### src/include/awsc_pkg.sv
package awsc_pkg;

	// ----------------------------------------------------------------
	// Register map and field layout
	// ----------------------------------------------------------------
	localparam logic [3:0] AWSC_OFS_WAIT_CTRL = 4'h0;
	localparam logic [3:0] AWSC_OFS_ACCESS_CTRL = 4'h4;
	localparam logic [3:0] AWSC_OFS_STATUS = 4'h8;
	localparam int AWSC_A6_POS = 26;
	localparam int AWSC_A5_POS = 23;
	localparam int AWSC_A3_POS = 13;
	localparam logic [31:0] AWSC_WAIT_CTRL_RESET = 32'h1FC0_E000;
	localparam logic [31:0] AWSC_WAIT_CTRL_MASK = 32'h1F80_E000;
	localparam logic [31:0] AWSC_DEAD_VALUE = 32'h0000_0000;

	// ----------------------------------------------------------------
	// Access control fields: start bit, area, area-3 interface, burst
	// ----------------------------------------------------------------
	localparam int AWSC_START_POS = 0;
	localparam int AWSC_AREA_POS = 4;
	localparam int AWSC_IF_POS = 8;
	localparam int AWSC_BURST_POS = 12;

	typedef enum logic [1:0] {
		AWSC_AREA3,
		AWSC_AREA5,
		AWSC_AREA6,
		AWSC_AREA_NONE
	} awsc_area_type;

	typedef enum logic [1:0] {
		AWSC_IF_SRAM,
		AWSC_IF_MULTIPLEXED,
		AWSC_IF_SDRAM,
		AWSC_IF_RESERVED
	} awsc_if_type;

	typedef enum logic [1:0] {
		AWSC_IDLE,
		AWSC_WAIT,
		AWSC_READY
	} awsc_state_type;

endpackage

### src/include/awsc_wait_if.sv
`timescale 1ns/1ps
interface awsc_wait_if;
	import awsc_pkg::*;
	logic [2:0] code;
	awsc_area_type area;
	awsc_if_type if_kind;
	logic first_access;
	logic [3:0] wait_cycles;
	logic ready_enable;
	modport decoder (input code, input area, input if_kind, input first_access, output wait_cycles, output ready_enable);
	modport user (output code, output area, output if_kind, output first_access, input wait_cycles, input ready_enable);
endinterface

### src/rtl/awsc_decode.sv
`timescale 1ns/1ps
module awsc_decode
	import awsc_pkg::*;
(
	awsc_wait_if.decoder dec
);

	// ----------------------------------------------------------------
	// Code to wait count mapping
	// ----------------------------------------------------------------
	wire scaled_map = (dec.area != AWSC_AREA6);
	wire code_zero = (dec.code == 3'h0);
	wire [3:0] linear_count = {1'b0, dec.code};
	wire [3:0] scaled_count = dec.code[2] ? 4'(({2'b00, dec.code[1:0]} + 4'h2) * 4'h3) : {2'b00, dec.code[1:0]};
	wire pitch_only_later = (dec.area == AWSC_AREA6) && dec.first_access;
	wire sdram_area3 = (dec.area == AWSC_AREA3) && (dec.if_kind == AWSC_IF_SDRAM);

	assign dec.wait_cycles = pitch_only_later ? 4'h0 : (scaled_map ? scaled_count : linear_count); // [RQ1] [RQ2] [RQ3] [RQ6]
	assign dec.ready_enable = !code_zero && !pitch_only_later && !sdram_area3; // [RQ2] [RQ4] [RQ6] [RQ7]

endmodule

### src/rtl/awsc_top.sv
// The placing of the registers and the Avalon-MM interface to the registers were chosen for this implementation.
`timescale 1ns/1ps
// What this block does
// [RQ1] Area-6 burst pitch field, reset all ones, inserts code value waits directly.
// [RQ2] Pitch waits only for second and later burst accesses; code zero ignores ready.
// [RQ3] Area-5 wait field, reset all ones, maps to 0,1,2,3,6,9,12,15 waits.
// [RQ4] Area-5 ready input ignored for code zero, sampled otherwise.
// [RQ5] Area-3 wait field at bits 15 to 13, reset all ones.
// [RQ6] Area-3 SRAM codes give 0,1,2,3,6,9,12,15 waits; ready off only at zero.
// [RQ7] Wait input used for area 3 under SRAM and multiplexed, ignored under SDRAM.
// [RQ8] External part holds ready inactive to stretch the access until data valid.
module awsc_top
	import awsc_pkg::*;
(
	input wire logic sys_clk,
	input wire logic arst_n,
	input wire logic [3:0] avs_address,
	input wire logic avs_read,
	input wire logic avs_write,
	input wire logic [31:0] avs_writedata,
	output logic [31:0] avs_readdata,
	output logic avs_waitrequest,
	input wire logic ext_ready_n,
	output logic access_active,
	output logic access_done
);

	// ----------------------------------------------------------------
	// Registers
	// ----------------------------------------------------------------
	logic [31:0] area_wait_control;
	logic [1:0] acc_area;
	logic [1:0] acc_if;
	logic [4:0] acc_burst;
	logic [4:0] beat;
	logic [3:0] count;
	logic [4:0] next_beat;
	logic [3:0] next_count;
	logic ack;
	awsc_state_type state;
	awsc_state_type next_state;
	awsc_wait_if wif();

	awsc_decode u_decode (
		.dec(wif)
	);

	// ----------------------------------------------------------------
	// Bus decode
	// ----------------------------------------------------------------
	wire bus_req = avs_read || avs_write;
	wire access_write = avs_write && !ack;
	wire read_write = avs_read && !ack;
	wire sel_ctrl = (avs_address == AWSC_OFS_WAIT_CTRL);
	wire sel_access = (avs_address == AWSC_OFS_ACCESS_CTRL);
	wire sel_status = (avs_address == AWSC_OFS_STATUS);
	wire start_req = access_write && sel_access && avs_writedata[AWSC_START_POS] && (state == AWSC_IDLE);
	wire [1:0] req_area = avs_writedata[AWSC_AREA_POS +: 2];
	wire [1:0] req_if = avs_writedata[AWSC_IF_POS +: 2];
	wire [4:0] req_burst = {1'b0, avs_writedata[AWSC_BURST_POS +: 4]};

	// ----------------------------------------------------------------
	// Wait field selection
	// ----------------------------------------------------------------
	// The decoder sees the requested area while a start is taken, so the first count fits the new access.
	wire [2:0] a6_code = area_wait_control[AWSC_A6_POS +: 3];
	wire [2:0] a5_code = area_wait_control[AWSC_A5_POS +: 3];
	wire [2:0] a3_code = area_wait_control[AWSC_A3_POS +: 3];
	wire [1:0] cur_area = start_req ? req_area : acc_area;
	wire [1:0] cur_if = start_req ? req_if : acc_if;
	wire cur_is_a6 = (cur_area == 2'(AWSC_AREA6));
	wire cur_is_a5 = (cur_area == 2'(AWSC_AREA5));
	wire [2:0] sel_code = cur_is_a6 ? a6_code : (cur_is_a5 ? a5_code : a3_code);
	wire ready_seen = !wif.ready_enable || !ext_ready_n; // [RQ8]
	wire last_beat = (beat >= acc_burst);
	wire beat_end = (state == AWSC_READY) && ready_seen;
	wire more_beats = beat_end && !last_beat;
	wire enter_wait = start_req || more_beats;

	// ----------------------------------------------------------------
	// Read-back
	// ----------------------------------------------------------------
	wire [31:0] status_word = {24'h0, 3'h0, access_active, count};
	wire [31:0] access_word = {16'h0, acc_burst[3:0], 2'h0, acc_if, 2'h0, acc_area, 4'h0};
	wire [31:0] next_readdata = sel_ctrl ? area_wait_control : (sel_access ? access_word : (sel_status ? status_word : AWSC_DEAD_VALUE));

	assign wif.code = sel_code;
	assign wif.area = awsc_area_type'(cur_area);
	assign wif.if_kind = awsc_if_type'(cur_if);
	// Only a start from idle is a first access; every count loaded from the ready state is a later beat.
	assign wif.first_access = (state == AWSC_IDLE); // [RQ2]
	assign avs_waitrequest = bus_req && !ack;
	assign access_active = (state != AWSC_IDLE);

	// ----------------------------------------------------------------
	// Access sequencer
	// ----------------------------------------------------------------
	always_comb begin
		next_state = state;
		case (state)
			AWSC_IDLE: begin
				if (start_req) begin
					next_state = AWSC_WAIT;
				end
			end
			AWSC_WAIT: begin
				if (count == 4'h0) begin
					next_state = AWSC_READY;
				end
			end
			AWSC_READY: begin
				if (ready_seen && last_beat) begin // [RQ4] [RQ7]
					next_state = AWSC_IDLE;
				end else if (ready_seen) begin
					next_state = AWSC_WAIT;
				end
			end
			default: begin
				next_state = AWSC_IDLE;
			end
		endcase
	end

	always_comb begin
		next_beat = beat;
		if (state == AWSC_IDLE) begin
			next_beat = 5'h0;
		end else if (beat_end) begin
			next_beat = beat + 5'h1;
		end
	end

	always_comb begin
		next_count = count;
		if (enter_wait) begin
			next_count = wif.wait_cycles; // [RQ1] [RQ2] [RQ3] [RQ6]
		end else if (state == AWSC_WAIT && count != 4'h0) begin
			next_count = count - 4'h1;
		end
	end

	// ----------------------------------------------------------------
	// State registers
	// ----------------------------------------------------------------
	always_ff @(posedge sys_clk or negedge arst_n) begin
		if (!arst_n) begin
			state <= AWSC_IDLE;
		end else begin
			state <= next_state;
		end
	end

	always_ff @(posedge sys_clk or negedge arst_n) begin
		if (!arst_n) begin
			count <= 4'h0;
		end else begin
			count <= next_count;
		end
	end

	always_ff @(posedge sys_clk or negedge arst_n) begin
		if (!arst_n) begin
			beat <= 5'h0;
		end else begin
			beat <= next_beat;
		end
	end

	always_ff @(posedge sys_clk or negedge arst_n) begin
		if (!arst_n) begin
			access_done <= 1'b0;
		end else begin
			access_done <= beat_end && last_beat;
		end
	end

	// ----------------------------------------------------------------
	// Register bus
	// ----------------------------------------------------------------
	always_ff @(posedge sys_clk or negedge arst_n) begin
		if (!arst_n) begin
			ack <= 1'b0;
		end else begin
			ack <= bus_req && !ack;
		end
	end

	always_ff @(posedge sys_clk or negedge arst_n) begin
		if (!arst_n) begin
			avs_readdata <= 32'h0;
		end else if (read_write) begin
			avs_readdata <= next_readdata;
		end
	end

	always_ff @(posedge sys_clk or negedge arst_n) begin
		if (!arst_n) begin
			area_wait_control <= AWSC_WAIT_CTRL_RESET; // [RQ1] [RQ3] [RQ5]
		end else if (access_write && sel_ctrl) begin
			area_wait_control <= avs_writedata & AWSC_WAIT_CTRL_MASK; // [RQ5]
		end
	end

	always_ff @(posedge sys_clk or negedge arst_n) begin
		if (!arst_n) begin
			acc_area <= 2'h0;
		end else if (start_req) begin
			acc_area <= req_area;
		end
	end

	always_ff @(posedge sys_clk or negedge arst_n) begin
		if (!arst_n) begin
			acc_if <= 2'h0;
		end else if (start_req) begin
			acc_if <= req_if;
		end
	end

	always_ff @(posedge sys_clk or negedge arst_n) begin
		if (!arst_n) begin
			acc_burst <= 5'h0;
		end else if (start_req) begin
			acc_burst <= req_burst;
		end
	end

endmodule

### config.mk
export PLATFORM = sky130hd
export DESIGN_NAME = awsc_top
export DESIGN_NICKNAME = d
export VERILOG_FILES = /design/src/include/awsc_pkg.sv /design/src/include/awsc_wait_if.sv /design/src/rtl/awsc_decode.sv /design/src/rtl/awsc_top.sv
export SDC_FILE = /design/constraint.sdc
export NUM_CORES = 1
export LEC_CHECK = 0
export ABC_AREA = 1
export CAP_MARGIN = 25
export CORE_ASPECT_RATIO = 1.75
export CORE_MARGIN = 2
export CORE_UTILIZATION = 57
export DETAILED_ROUTE_END_ITERATION = 8
export DONT_BUFFER_PORTS = 1
export PLACE_DENSITY = 0.71
export SYNTH_ARGS = -nofsm -noshare
export SYNTH_HDL_FRONTEND = slang
export SYNTH_HIERARCHICAL = 1
export SYNTH_SLANG_ARGS = --single-unit
### constraint.sdc
create_clock -name sys_clk -period 2.3 [get_ports sys_clk]
set_clock_uncertainty 0.15 [all_clocks]
set_input_delay 0.46 -clock sys_clk [delete_from_list [all_inputs] [get_ports sys_clk]]
set_output_delay 0.46 -clock sys_clk [all_outputs]
set_load 0.01 [all_outputs]
==> impl_metrics.csv <==
group,metric,value,unit
die,rows,32,
critical_path,cp-end-kind,"register",
drt,drtAntennaViolNets,0,
drt,viasPerCell,5.20,
critical_path,arrival,2.69,ns
logic_synthesis,synth-simple-area-share,23.9,%
logic_synthesis,synth_edf_count,0,
global_route,grt_usage,23.7,%
pwr,total_power,2890,uW
critical_path,slowest_stage,"dfrtp_1",
final_layout,post-route-cell-area,3190,sq um
clock_tree,htree_levels,2,
critical_path,critPathTopFamily,"simple AND/OR/NAND/NOR gates",
logic_synthesis,synth_top_area_share,37.5,%
run_status,status,"complete, but fails checks",
critical_path,cp.required,2.34,ns
logic_synthesis,synth_warnings,6,
logic_synthesis,postSynthAreaPerCell,8.44,sq um
global_route,grt_pass1_vias,2150,
timing,worstMarginPinSlew,0.624,ns
logic_synthesis,synth_cells,316,
placement,routabilityCongestion,0.845,
placement,dp_cells,383,
pwr,leakage,0.00166,uW
clock_tree,cts_tree,"done",
logic_synthesis,synth-adder-area-share,4.22,%
timing,layout_setup_ws,-0.352,ns
logic_synthesis,synth.mux.area_fraction,1.69,%
timing,maxSlewViolCount,0,
pwr,power_density,905,nW/um^2
logic_synthesis,ys_seq_elements,50,
timing,maxSlewHeadroom,58.3,%
timing,rsz0062_at_grt,"yes",
die,core-area,4440,sq um
global_route,overflow,0,
final_layout,fill_cells,353,
critical_path,critPathMaxFanout,6,
timing,finalHoldViolations,0,
placement,place_area,2910,sq um
final_layout,instances_no_fill,401,
timing,fin_crit,2.65,ns
logic_synthesis,synth_area_leaders,"dfrtp_1, nand2_1, dfstp_2, inv_1, ha_1",
timing,fmax,0.377,GHz
global_route,grt_pass1_wl,9760,um
final_layout,seqCellArea,1260,sq um
logic_synthesis,async_flop_share,100,%
logic_synthesis,synth_xor_area_share,0.985,%
clock_tree,cts_made_buffers,5,
clock_tree,clock_sinks,50,
die,fp.dieArea,5260,sq um
placement,pre_cts_slack,-0.455,ns
final_layout,mostFrequentLayoutCell,"nand2_1",
logic_synthesis,synthesis.area,2670,sq um
timing,post-route-period-util,115,%
pwr,vdd_ir_drop_max,0.748,mV
final_layout,n_antenna_cell,0,
drt,drtPass1Iterations,4,
placement,io_buffers,0,
clock_tree,path_clk_slew,0.10,ns
final_layout,nets,399,
critical_path,worstPathCellList,"inv_2 -> nand2_4 -> nor2_4 -> nand4_1 -> nand2_4 -> inv_2 -> nand2_4 -> clkinv_4 -> nand2_4 -> nand2_4 -> inv_4 -> ha_4 -> nand2_2 -> nand2_2 -> nor2_2 -> nand2_1 -> inv_2 -> nor2_4 -> nand4_1 -> nand2_2 -> nor2_4 -> nand2_1 -> nand3_1",
final_layout,fin_util,71.7,%
critical_path,crit_type,"register to register",
critical_path,slowest_delay,0.38,ns
drt,drt-total-wl,5640,um
global_route,grt_max_degree,51,
logic_synthesis,synth_top_family_by_area,"simple AND/OR/NAND/NOR gates",
run_status,violations,"setup timing",
clock_tree,clockBufferDepth,2,
die,num_io_pins,76,
critical_path,start_kind,"register",
final_layout,multi_input_area,1240,sq um
die,die_x,55.7,um
logic_synthesis,synth_top_area_cell,"dfrtp_1",
drt,wire_per_inst,14.1,um
timing,finalSetupViolations,12,
final_layout,final_layout_size_suffix_gt1_share,28.0,%
global_route,grt_antenna_before_repair,0,
final_layout,mostFrequentLayoutCells,"nand2_1, inv_1, dfrtp_1",
critical_path,cp_common_cell,"nand2_4",
die,die_y,94.5,um
min_path,hp-class,"input pin to register",
logic_synthesis,ys_seq_area_share,47.4,%
logic_synthesis,yosys.cell_types.count,34,
critical_path,path_buf_inv,5,
final_layout,syn2layout_area_growth,19.6,%
clock_tree,cts-root-buf,"clkbuf_8",
drt,vias,2086,
drt,drc,0,
die,start_util,60.0,%
drt,dr.first_iter.drc_count,57,
flow_run,cap_violations,0,
logic_synthesis,synth-compound-area-share,9.20,%
clock_tree,clkLatencyLatePin,0.30,ns
placement,post-dp-hpwl,4020,um
logic_synthesis,synth_top_flop_cell,"dfrtp_1",
-- what timing repair did --
action	in CTS	in global routing
endpoints found under the hold margin	50	0
gates resized for setup	11	9
pin swaps	14	17
setup endpoints to repair	12	12
hold buffers	2	0
setup buffers	6	3
-- cells in the mapped netlist (all sizes together) (4+ instances only) --
cell / n
inv: 50
a21oi: 6
ha: 9
nand2: 92
buf: 16
nor2: 21
o21ai: 18
dfstp: 10
o31ai: 10
o22ai: 4
nand3: 19
dfrtp: 40
-- worst reg2reg max path, stage by stage, from the launching register on --
cell      delay, ns
dfrtp_1        0.38
inv_2          0.07
nand2_4        0.06
nor2_4         0.13
nand4_1        0.16
nand2_4        0.14
inv_2          0.05
nand2_4        0.10
clkinv_4       0.07
nand2_4        0.07
nand2_4        0.06
inv_4          0.06
ha_4           0.12
nand2_2        0.04
nand2_2        0.06
nor2_2         0.04
nand2_1        0.09
inv_2          0.05
nor2_4         0.10
nand4_1        0.16
nand2_2        0.19
nor2_4         0.07
nand2_1        0.05
nand3_1        0.07
-- sequential cells by signal, indices dropped and copies added (netlist names) --
signal / cells
avs_readdata: 19
area_wait_control: 10
beat: 5
acc_burst: 4
count: 4
acc_area: 2
acc_if: 2
state: 2
access_done: 1
ack: 1
-- per-stage QoR --
stage / hold WS (ns) / TNS (ns)
after global placement: 0.0154 / -4.27
after global routing: 0.0862 / -5.53
after detailed placement: 0.0156 / -4.63
after CTS: 0.0898 / -3.57
after floorplan: 0.0144 / -1.57
final: 0.0961 / -3.19
-- layout make-up --
| type | instances | share of cell area, % |
|---|---|---|
| inverter | 52 | 7.26 |
| multi-input combinational | 207 | 38.8 |
| clock buffer | 6 | 2.59 |
| clock inverter | 2 | 1.22 |
| timing repair buffer | 33 | 8.48 |
| sequential | 50 | 39.6 |
| tap | 51 | 2.00 |
-- worst paths after layout --
check,start,end,slack (ns),cells past startpoint
worst min-delay path,avs_writedata[26],area_wait_control[26]$_DFFE_PN1P_,0.1,2
min in group asynchronous,arst_n,acc_burst[1]$_DFFE_PN0N_,0.52,2
worst max register to register,ack$_DFF_PN0_,count[3]$_DFFE_PN0P_,-0.35,23
worst min register to register,area_wait_control[22]$_DFFE_PN1P_,area_wait_control[22]$_DFFE_PN1P_,0.31,2
max in group asynchronous,arst_n,area_wait_control[28]$_DFFE_PN1P_,1.21,2
worst max-delay path,ack$_DFF_PN0_,count[3]$_DFFE_PN0P_,-0.35,23
-- metal layers --
metal	up-vias	share of wire (%)	routed length [um]	GRT usage [%]
met5	-	0	0	0
met2	58	56	3150	44.5
met1	980	38	2120	26.8
met4	0	1.8	103	7.52
li1	1037	-	-	-
met3	11	4.8	272	4.38
-- kinds of logic (layout without fill, tap and decap cells) --
kind of cell / after synthesis / in the layout
muxes: 3 / 3
AOI/OAI and AO/OA: 41 / 41
and+or+nand+nor: 138 / 138
buffers and inverters: 71 / 93
xor gates and xnor gates: 3 / 3
other: 1 / 13
adders and majority gates: 9 / 9
DFF: 50 / 50
-- power by group --
group / total [uW] / internal [uW] / switching [uW]
combinational: 1080 / 464 / 617
sequential: 1140 / 1060 / 86.0
clock: 660 / 358 / 301
total: 2890 / 1880 / 1000
No activity file was read; power rests on OpenSTA's default activity.
